==> config.mk <==
export PLATFORM = sky130hd
export DESIGN_NAME = ddrc_host
export DESIGN_NICKNAME = d
export VERILOG_FILES = /design/src/ddrc_pkg.sv /design/src/ddrc_gap_timer.sv /design/src/ddrc_host.sv
export SDC_FILE = /design/constraint.sdc
export NUM_CORES = 1
export LEC_CHECK = 0
export BUFFER_PORTS_ARGS = -buffer_cell sky130_fd_sc_hd__buf_2
export CORE_MARGIN = 5
export CORE_UTILIZATION = 64
export DETAILED_ROUTE_END_ITERATION = 8
export PLACE_DENSITY_LB_ADDON = 0.12
export SLEW_MARGIN = 20
export SYNTH_ARGS = -nofsm -noshare
export SYNTH_HDL_FRONTEND = slang
export SYNTH_SLANG_ARGS = --single-unit
==> constraint.sdc <==
create_clock -name clk -period 5.08 [get_ports clk]
set_clock_uncertainty 0.2 [all_clocks]
set_input_delay 0.254 -clock clk [delete_from_list [all_inputs] [get_ports clk]]
set_output_delay 0.254 -clock clk [all_outputs]
set_load 0.01 [all_outputs]
==> src/ddrc_pkg.sv <==
`default_nettype none
package ddrc_pkg;

	// Clock rate and counter width.
	localparam int CLK_PERIOD_PS = 100000;
	localparam int CNT_W         = 11;

	// Whole cycles covering a least time, never under one.
	function automatic int cyc_up(input int ps);
		int n;
		n = (ps + CLK_PERIOD_PS - 1) / CLK_PERIOD_PS;
		return (n < 1) ? 1 : n;
	endfunction

	function automatic int max2(input int a, input int b);
		return (a > b) ? a : b;
	endfunction

	// Register-set settling and mode register spacing.
	localparam int MOD_NCK    = 24;
	localparam int MOD_PS     = 15000;
	localparam int MOD_CYC    = max2(MOD_NCK, cyc_up(MOD_PS));
	localparam int MRD_NCK    = 8;
	localparam int MPRR_NCK   = 1;

	// Chip-select-to-command latency.
	localparam int CAL_NCK    = 3;
	localparam int CAL_PS     = 3748;
	localparam int CAL_CYC    = max2(CAL_NCK, cyc_up(CAL_PS));

	// Deep power save entry and exit.
	localparam int CPDED_NCK  = 4;
	localparam int CKMPE_CYC  = MOD_CYC + CPDED_NCK;
	localparam int CKSRX_NCK  = 5;
	localparam int CKSRX_PS   = 10000;
	localparam int CKMPX_CYC  = max2(CKSRX_NCK, cyc_up(CKSRX_PS));
	localparam int XS_ADD_PS  = 10000;
	localparam int DLLK_NCK   = 768;
	localparam int IS_PS      = 80;
	localparam int IH_PS      = 105;
	localparam int MPX_S_CYC  = cyc_up(IS_PS + IH_PS);
	localparam int XP_NCK     = 4;
	localparam int XP_PS      = 6000;
	localparam int XP_CYC     = max2(XP_NCK, cyc_up(XP_PS));

	// User operations; deep power save entry goes out as a mode register set.
	typedef enum logic [3:0] {
		OP_DES        = 4'h0,
		OP_MRS        = 4'h1,
		OP_MPR_RD     = 4'h2,
		OP_MPR_WR     = 4'h3,
		OP_WRA        = 4'h4,
		OP_ACT        = 4'h5,
		OP_OTHER      = 4'h6,
		OP_DEEP_EXIT  = 4'h7,
		OP_DEEP_ENTER = 4'h8
	} ddrc_op_t;

	typedef enum logic [2:0] {
		ST_IDLE  = 3'h0,
		ST_CAL   = 3'h1,
		ST_KEEP  = 3'h2,
		ST_DEEP  = 3'h3,
		ST_XCLK  = 3'h4,
		ST_XSET  = 3'h5,
		ST_XHOLD = 3'h6
	} ddrc_state_t;

endpackage
`default_nettype wire

==> src/ddrc_gap_timer.sv <==
`timescale 1ns/1ps
`default_nettype none
module ddrc_gap_timer #(
	parameter int W = 11
) (
	// Clock and reset
	input  wire logic         clk,
	input  wire logic         sys_rst,
	// Load request
	input  wire logic         load,
	input  wire logic [W-1:0] load_val,
	// Status
	output logic              busy,
	output logic              near_free
);
	logic [W-1:0] cnt_q;
	wire  [W-1:0] dec   = (cnt_q == '0) ? '0 : cnt_q - W'(1);
	wire  [W-1:0] cnt_d = (load && (load_val > dec)) ? load_val : dec;

	// A new load never shortens a wait already running.
	always_ff @(posedge clk) begin
		if (sys_rst) begin
			cnt_q <= '0;
		end else begin
			cnt_q <= cnt_d;
		end
	end

	assign busy      = (cnt_q != '0);
	assign near_free = (cnt_d <= W'(1));

endmodule
`default_nettype wire

==> src/ddrc_host.sv <==
`timescale 1ns/1ps
`default_nettype none
module ddrc_host
	import ddrc_pkg::*;
#(
	parameter int BANK_W     = 4,
	parameter int RP_PS      = 15000,
	parameter int RFC_PS     = 350000,
	parameter int MPR_RD_NCK = 8
) (
	// Clock and reset
	input  wire logic              clk,
	input  wire logic              sys_rst,
	// User command port
	input  wire logic              cmd_valid,
	input  wire ddrc_op_t          cmd_op,
	input  wire logic [BANK_W-1:0] cmd_bank,
	input  wire logic              cmd_dll,
	output logic                   cmd_ready,
	output logic                   cmd_issued,
	// Settings
	input  wire logic              cal_en,
	input  wire logic [4:0]        wr_nck,
	input  wire logic [4:0]        al_nck,
	input  wire logic [3:0]        pl_nck,
	// Memory pins
	output logic                   ddr_ck_run,
	output logic                   ddr_cke,
	output logic                   ddr_cs_n,
	output ddrc_op_t               ddr_op,
	output logic [BANK_W-1:0]      ddr_bank
);
	localparam int BANKS      = 1 << BANK_W;
	localparam int XMP_CYC    = cyc_up(RFC_PS + XS_ADD_PS);
	localparam int XMPDLL_CYC = XMP_CYC + DLLK_NCK;
	localparam int RP_CYC     = cyc_up(RP_PS);
	localparam int RD_GAP     = MPR_RD_NCK + MPRR_NCK;

	localparam logic [CNT_W-1:0] CAL_M1   = CNT_W'(CAL_CYC - 1);
	localparam logic [CNT_W-1:0] KEEP_M1  = CNT_W'(CKMPE_CYC - 1);
	localparam logic [CNT_W-1:0] CKMPX_M1 = CNT_W'(CKMPX_CYC - 1);
	localparam logic [CNT_W-1:0] MPXS_M1  = CNT_W'(MPX_S_CYC - 1);
	localparam logic [CNT_W-1:0] XP_M1    = CNT_W'(XP_CYC - 1);

	function automatic logic [CNT_W-1:0] sat_inc(input logic [CNT_W-1:0] v);
		return (v == '1) ? v : v + CNT_W'(1);
	endfunction

	ddrc_state_t       state_q;
	ddrc_state_t       state_d;
	logic [CNT_W-1:0]  ph_q;
	logic [CNT_W-1:0]  ph_d;
	ddrc_op_t          op_h_q;
	logic [BANK_W-1:0] bank_h_q;
	logic              dll_h_q;
	logic              ready_q;
	logic              issue_q;
	logic              dll_q;
	logic              cal_iss_q;
	logic              cs_n_q;
	logic              cke_q;
	logic              ck_run_q;
	ddrc_op_t          op_q;
	logic [BANK_W-1:0] bank_q;
	ddrc_op_t          iss_op;
	ddrc_op_t          op_d;
	logic              gap_near;
	logic              mod_near;
	logic              dll_near;
	logic [BANKS-1:0]  dal_busy;
	logic [BANKS-1:0]  dal_near;
	logic [BANKS-1:0]  dal_load;

	// Handshake and issue decode.
	wire take       = cmd_valid && ready_q;
	wire from_cal   = (state_q == ST_CAL) && (ph_q == '0);
	wire take_issue = take && !cal_en && (state_q == ST_IDLE);
	wire cal_go     = take && cal_en && (state_q == ST_IDLE);
	wire issue_d    = take_issue || from_cal;
	wire exit_go    = take && (state_q == ST_DEEP);
	wire keep_end   = (state_q == ST_KEEP) && (ph_q == '0);
	wire cke_go     = (state_q == ST_XSET) && (ph_q == '0);
	assign iss_op   = from_cal ? op_h_q : cmd_op;
	wire [BANK_W-1:0] iss_bank = from_cal ? bank_h_q : cmd_bank;
	wire iss_dll    = from_cal ? dll_h_q : cmd_dll;
	wire iss_mrs    = (iss_op == OP_MRS) || (iss_op == OP_DEEP_ENTER);
	wire cmd_mrs    = (cmd_op == OP_MRS) || (cmd_op == OP_DEEP_ENTER);

	// Spacing loads; every wait is rounded up and the longest wins.
	wire [CNT_W-1:0] mprwr_gap = CNT_W'(MOD_CYC) + CNT_W'(al_nck) + CNT_W'(pl_nck);
	wire gap_load = (issue_d && (iss_mrs || (iss_op == OP_MPR_RD) || (iss_op == OP_MPR_WR)))
		|| cke_go;
	wire [CNT_W-1:0] gap_val = cke_go ? CNT_W'(XMP_CYC) :
		(iss_op == OP_MPR_RD) ? CNT_W'(RD_GAP) :
		(iss_op == OP_MPR_WR) ? mprwr_gap :
		CNT_W'(MRD_NCK);
	wire mod_load = issue_d && iss_mrs;
	wire [CNT_W-1:0] dal_val = CNT_W'(wr_nck) + CNT_W'(RP_CYC);

	ddrc_gap_timer #(.W(CNT_W)) u_gap (
		.clk       (clk),
		.sys_rst   (sys_rst),
		.load      (gap_load),
		.load_val  (gap_val),
		.busy      (),
		.near_free (gap_near)
	);

	ddrc_gap_timer #(.W(CNT_W)) u_mod (
		.clk       (clk),
		.sys_rst   (sys_rst),
		.load      (mod_load),
		.load_val  (CNT_W'(MOD_CYC)),
		.busy      (),
		.near_free (mod_near)
	);

	ddrc_gap_timer #(.W(CNT_W)) u_dll (
		.clk       (clk),
		.sys_rst   (sys_rst),
		.load      (cke_go),
		.load_val  (CNT_W'(XMPDLL_CYC)),
		.busy      (),
		.near_free (dll_near)
	);

	genvar gi;
	generate
		for (gi = 0; gi < BANKS; gi++) begin : g_dal
			assign dal_load[gi] = issue_d && (iss_op == OP_WRA) && (iss_bank == BANK_W'(gi));
			ddrc_gap_timer #(.W(CNT_W)) u_dal (
				.clk       (clk),
				.sys_rst   (sys_rst),
				.load      (dal_load[gi]),
				.load_val  (dal_val),
				.busy      (dal_busy[gi]),
				.near_free (dal_near[gi])
			);
		end
	endgenerate

	// Sequencing of command latency and deep power save.
	always_comb begin
		state_d = state_q;
		ph_d    = (ph_q == '0) ? '0 : ph_q - CNT_W'(1);
		unique case (state_q)
			ST_IDLE: begin
				if (cal_go) begin
					state_d = ST_CAL;
					ph_d    = CAL_M1;
				end else if (take_issue && (cmd_op == OP_DEEP_ENTER)) begin
					state_d = ST_KEEP;
					ph_d    = KEEP_M1;
				end
			end
			ST_CAL: begin
				if (ph_q == '0) begin
					state_d = (op_h_q == OP_DEEP_ENTER) ? ST_KEEP : ST_IDLE;
					ph_d    = KEEP_M1;
				end
			end
			ST_KEEP: begin
				if (ph_q == '0) begin
					state_d = ST_DEEP;
				end
			end
			ST_DEEP: begin
				if (exit_go) begin
					state_d = ST_XCLK;
					ph_d    = CKMPX_M1;
				end
			end
			ST_XCLK: begin
				if (ph_q == '0) begin
					state_d = ST_XSET;
					ph_d    = MPXS_M1;
				end
			end
			ST_XSET: begin
				if (ph_q == '0) begin
					state_d = ST_XHOLD;
					ph_d    = XP_M1;
				end
			end
			ST_XHOLD: begin
				if (ph_q == '0) begin
					state_d = ST_IDLE;
				end
			end
			default: begin
				state_d = ST_IDLE;
			end
		endcase
	end

	// Ready looks one cycle ahead at the command held on the port.
	wire idle_ok = (state_d == ST_IDLE) && (cmd_op != OP_DEEP_EXIT) && gap_near
		&& (cmd_mrs || mod_near)
		&& (!cmd_dll || dll_near)
		&& ((cmd_op != OP_ACT) || dal_near[cmd_bank]);
	wire deep_ok = (state_d == ST_DEEP) && (cmd_op == OP_DEEP_EXIT);
	wire ready_d = cmd_valid && !take && (idle_ok || deep_ok);

	// Pin values.
	wire cs_n_d   = !(take_issue || cal_go);
	assign op_d   = !issue_d ? OP_DES : (iss_mrs ? OP_MRS : iss_op);
	wire ck_run_d = exit_go ? 1'b1 : (keep_end ? 1'b0 : ck_run_q);
	wire cke_d    = cke_go ? 1'b1 : (keep_end ? 1'b0 : cke_q);

	always_ff @(posedge clk) begin
		if (sys_rst) begin
			state_q   <= ST_IDLE;
			ph_q      <= '0;
			op_h_q    <= OP_DES;
			bank_h_q  <= '0;
			dll_h_q   <= 1'b0;
			ready_q   <= 1'b0;
			issue_q   <= 1'b0;
			dll_q     <= 1'b0;
			cal_iss_q <= 1'b0;
			cs_n_q    <= 1'b1;
			cke_q     <= 1'b1;
			ck_run_q  <= 1'b1;
			op_q      <= OP_DES;
			bank_q    <= '0;
		end else begin
			state_q   <= state_d;
			ph_q      <= ph_d;
			op_h_q    <= take ? cmd_op : op_h_q;
			bank_h_q  <= take ? cmd_bank : bank_h_q;
			dll_h_q   <= take ? cmd_dll : dll_h_q;
			ready_q   <= ready_d;
			issue_q   <= issue_d;
			dll_q     <= issue_d && iss_dll;
			cal_iss_q <= from_cal;
			cs_n_q    <= cs_n_d;
			cke_q     <= cke_d;
			ck_run_q  <= ck_run_d;
			op_q      <= op_d;
			bank_q    <= issue_d ? iss_bank : bank_q;
		end
	end

	assign cmd_ready  = ready_q;
	assign cmd_issued = issue_q;
	assign ddr_ck_run = ck_run_q;
	assign ddr_cke    = cke_q;
	assign ddr_cs_n   = cs_n_q;
	assign ddr_op     = op_q;
	assign ddr_bank   = bank_q;

	// Cycles since each spacing event, for the checks below.
	logic [CNT_W-1:0] since_mod_q;
	logic [CNT_W-1:0] since_wr_q;
	logic [CNT_W-1:0] since_rd_q;
	logic [CNT_W-1:0] since_exit_q;
	logic [CNT_W-1:0] since_keep_q;
	logic [CNT_W-1:0] since_ckon_q;

	always_ff @(posedge clk) begin
		if (sys_rst) begin
			since_mod_q  <= '1;
			since_wr_q   <= '1;
			since_rd_q   <= '1;
			since_exit_q <= '1;
			since_keep_q <= '1;
			since_ckon_q <= '1;
		end else begin
			since_mod_q  <= mod_load ? '0 : sat_inc(since_mod_q);
			since_wr_q   <= (issue_d && (iss_op == OP_MPR_WR)) ? '0 : sat_inc(since_wr_q);
			since_rd_q   <= (issue_d && (iss_op == OP_MPR_RD)) ? '0 : sat_inc(since_rd_q);
			since_exit_q <= cke_go ? '0 : sat_inc(since_exit_q);
			since_keep_q <= (issue_d && (iss_op == OP_DEEP_ENTER)) ? '0 : sat_inc(since_keep_q);
			since_ckon_q <= exit_go ? '0 : sat_inc(since_ckon_q);
		end
	end

	mod_settle_a: assert property (@(posedge clk) disable iff (sys_rst)
		issue_q && (op_q != OP_MRS) |-> since_mod_q >= CNT_W'(MOD_CYC))
		else $error("Command issued inside mode set settling time.");

	mpr_read_gap_a: assert property (@(posedge clk) disable iff (sys_rst)
		issue_q && (since_rd_q != '0) |-> since_rd_q >= CNT_W'(RD_GAP))
		else $error("Command issued inside purpose-register read recovery.");

	mpr_write_gap_a: assert property (@(posedge clk) disable iff (sys_rst)
		issue_q && (since_wr_q != '0) |-> since_wr_q >= $past(mprwr_gap, 1))
		else $error("Command issued inside purpose-register write recovery.");

	act_after_wra_a: assert property (@(posedge clk) disable iff (sys_rst)
		issue_q && (op_q == OP_ACT) |-> !dal_busy[bank_q])
		else $error("Activate issued while auto-close write recovery runs.");

	cal_latency_a: assert property (@(posedge clk) disable iff (sys_rst)
		issue_q && cal_iss_q |-> $past(cs_n_q, 3) == 1'b0 && cs_n_q && $past(cs_n_q, 1))
		else $error("Command does not follow select by the set latency.");

	clock_keep_a: assert property (@(posedge clk) disable iff (sys_rst)
		$fell(ck_run_q) |-> since_keep_q == CNT_W'(CKMPE_CYC))
		else $error("Clock stopped at the wrong time after deep entry.");

	clock_ready_a: assert property (@(posedge clk) disable iff (sys_rst)
		$rose(cke_q) |-> ck_run_q && since_ckon_q >= CNT_W'(CKMPX_CYC))
		else $error("Clock not running long enough before deep exit.");

	exit_plain_a: assert property (@(posedge clk) disable iff (sys_rst)
		issue_q |-> since_exit_q >= CNT_W'(XMP_CYC))
		else $error("Command issued too soon after deep exit.");

	exit_locked_a: assert property (@(posedge clk) disable iff (sys_rst)
		issue_q && dll_q |-> since_exit_q >= CNT_W'(XMPDLL_CYC))
		else $error("Locked-loop command issued too soon after deep exit.");

	select_setup_a: assert property (@(posedge clk) disable iff (sys_rst)
		$rose(cke_q) |-> cs_n_q && $past(cs_n_q, 1) && $past(ck_run_q, 1))
		else $error("Select not stable before clock enable rose.");

	select_hold_a: assert property (@(posedge clk) disable iff (sys_rst)
		$rose(cke_q) |-> cs_n_q [*4])
		else $error("Select fell too soon after clock enable rose.");

endmodule
`default_nettype wire

==> results.yml <==
worst_hold_path:
  hp-start: "wr_nck[0]"
  hold_path_class: "in2reg"
  hold_path_depth: 4
worst_setup_path:
  r2r_cells: 17
  cp-start-kind: "flop"
  crit_chain: "inv_1 -> ha_1 -> nor4b_2 -> nand4_2 -> buf_4 -> mux2i_4 -> or3b_1 -> or3_1 -> nor3_1 -> ha_1 -> o211ai_1 -> a31o_2 -> a2111oi_2 -> nor4bb_1 -> o2111a_1 -> o21ai_1 -> a31oi_1"
  crit_arrival_ns: 4.94
  worstSetupPathType: "reg2reg"
  crit_path_max_fanout: 8
  end_kind: "flop"
  timing.rr.start: "ph_q[0]$_SDFF_PP0_"
  crit_start: "ph_q[0]$_SDFF_PP0_"
  cpPeakStageDelay_ns: 0.44
  slowest_stage: "or3_1"
  cp_common_cell: "ha_1"
  worst_ep_required_time_ns: 5.36
sta:
  drv_slew: 0
  finalSetupTns_ns: 0
  fin_ws_ns: 0.422
  period_needed_ns: 4.66
  tightest_slew_ns: 0.989
  fin_crit_sh: 0.917
  finalHoldViolCount: 0
  relSlewSlack: 0.341
  setup-violations-final: 0
  rsz0062_at_grt: "no"
  max_freq_ghz: 0.215
grt:
  grt_pass1_wl_um: 76200
  antenna_found_initial: 2
  overflow: 0
  grt_pass1_vias: 15901
  track_usage: 0.285
  grt_max_degree: 162
clock_network:
  numCtsBuffers: 28
  htreeDepth: 1
  insertion_delay_ns: 0.55
  cts_tree: "built"
  clkTransAtPathRegs_ns: 0.06
  cts_max_path_buffers: 3
  cts.sinks: 244
  cts-root-buf: "clkbuf_16"
  postCtsSetupBuffers: 0
cells_and_area:
  n_fill_cell: 2316
  fin_area_um2: 19700
  finalNetCount: 2540
  area_delta_synth_final_pct: 9.28
  finalCoreUtilization: 0.710
  mostFrequentLayoutCell: "nor2_1"
  drive_above_1_share: 0.0924
  layout_common_cells: "nor2_1 (392), dfxtp_1 (244), a21oi_1 (169), nand2_1 (166), ha_1 (148)"
placed_design:
  gp_congestion: 0.956
  placed_area_um2: 18600
  dp_slack_ns: 0.450
  port-buffer-count: 39
  dp_hpwl_um: 33600
yosys:
  synth_nets: 2532
  yosysSeqAreaShare: 0.271
  syn_inst: 2356
  syn_area_per_cell_um2: 7.66
  async_reset_ff_frac: 0
  yosysUniqueCellTypes: 89
  ys_ff_latch: 244
  ys_warn_count: 0
  syn_area_um2: 18000
  synthFlopType: "dfxtp_1"
  synth_edf_count: 0
power:
  powerDensity_nw_per_um2: 788
  switching_share: 0.464
  leakage_uw: 0.00820
  intPower_uw: 8340
  p_comb_frac: 0.636
  peakVddDrop_mv: 0.638
  power.switching_uw: 7210
  p_clk_frac: 0.140
  seqPwrFrac: 0.224
drt:
  detail-route-antenna-nets: 0
  drc: 0
  wl_um: 46700
  drt_iter0_drc: 1274
  drt-vias-per-instance: 6.23
  wl_per_cell_um: 16.9
  first_pass_iters: 5
  vias: 17210
floorplan:
  core_um2: 27800
  initial_utilization: 0.649
  io-pin-count: 40
  die_x_um: 178
  die_height_um: 178
  die_area_um2: 31600
  fp-row-count: 61
outcome:
  status: "complete, no violations"
run:
  drv_cap: 0
==> cells by family (layout without fill, tap and decap cells) <==
group                      count (synthesis)  in the layout  share of synthesized area
and+or+nand+nor                         1085           1085                      0.308
AOI/OAI and AO/OA                        462            462                      0.165
DFF                                      244            244                      0.271
buffers and inverters                    213            239                     0.0456
adders and majority gates                149            149                      0.104
xor gates and xnor gates                 117            117                     0.0568
muxes                                     86             86                     0.0503
other                                      0              1                          0
==> cells in the mapped netlist (29+ instances only) <==
| cell type | number | area [um2] |
|---|---|---|
| a21oi_1 | 169 | 846 |
| clkbuf_1 | 104 | 390 |
| dfxtp_1 | 244 | 4880 |
| ha_1 | 148 | 1850 |
| inv_1 | 101 | 379 |
| mux2i_1 | 57 | 571 |
| nand2_1 | 166 | 623 |
| nand2b_1 | 31 | 194 |
| nand3_1 | 40 | 200 |
| nor2_1 | 392 | 1470 |
| nor2b_1 | 29 | 181 |
| nor3_1 | 110 | 551 |
| nor4_1 | 53 | 332 |
| o21ai_0 | 68 | 340 |
| or2_2 | 45 | 282 |
| or3_1 | 37 | 231 |
| xnor2_1 | 66 | 578 |
| xor2_1 | 51 | 447 |
==> metrics by stage <==
| stage | cells | hold WS [ns] | power, uW |
|---|---|---|---|
| 2_1_floorplan | 2356 | 0.190 | 11200 |
| 3_3_place_gp | 2698 | 0.248 | 12800 |
| 3_5_place_dp | 2698 | 0.249 | 13200 |
| 4_1_cts | 2760 | 0.0170 | 15500 |
| 5_1_grt | 2761 | 0.0613 | 17100 |
| 6_report | 2761 | 0.0457 | 15500 |
==> state kept, by name (all words and copies together) (netlist names) <==
name               flops
state_q                3
ddr_cs_n               1
ddr_ck_run             1
u_mod.cnt_q           11
g_dal.u_dal.cnt_q    176
u_dll.cnt_q           11
cmd_ready              1
u_gap.cnt_q           11
ddr_op                 4
ph_q                  11
ddr_cke                1
bank_h_q               4
op_h_q                 4
cmd_issued             1
ddr_bank               4
==> metal layers <==
metal,global-route usage,vias to the layer above,share of wire
met5,0,-,0.00026
met4,0.0877,2,0.031
li1,-,8470,-
met3,0.0486,112,0.069
met2,0.488,576,0.46
met1,0.368,8050,0.44
==> path summary, 6_finish.rpt <==
check	slack [ns]	endpoint
setup / recovery	0.42	cmd_ready$_SDFF_PP0_
hold / removal	0.05	g_dal[6].u_dal.cnt_q[0]$_SDFF_PP0_
setup reg to reg	0.42	cmd_ready$_SDFF_PP0_
hold reg to reg	0.26	ddr_ck_run$_SDFFE_PP1P_
==> worst max-delay path, delay by kind of cell (launching register included) <==
kind	cells	cell delay (ns)
adders and majority gates	2	0.43
AOI/OAI and AO/OA	6	1.20
DFF	1	0.31
and+or+nand+nor	6	1.94
muxes	1	0.21
buffers and inverters	2	0.29
==> cell type report <==
class | count | area, um2 | area share
diodes | 1 | 2.50 | 0.000127
clock buffers | 37 | 806 | 0.0409
clock inverters | 11 | 186 | 0.00946
inverters | 103 | 387 | 0.0196
multi-input cells | 1899 | 12300 | 0.626
flip-flops and latches | 244 | 4880 | 0.248
well taps | 378 | 473 | 0.0240
repair buffers | 88 | 629 | 0.0319
==> power groups by stage <==
stage	Clock [uW]	Sequential (uW)	Combinational [uW]
floorplan	0	3160	8010
finish	2170	3480	9890
detailed placement	0	3480	9700
CTS	2210	3450	9810
global route	2290	3600	11200
global placement	0	3440	9380
==> what timing repair did <==
item | CTS | global route
endpoints found under the hold margin | 48 | 0
hold buffers | 14 | 0
gates resized for setup | 0 | 0
Power figures use the tool's default switching activity.
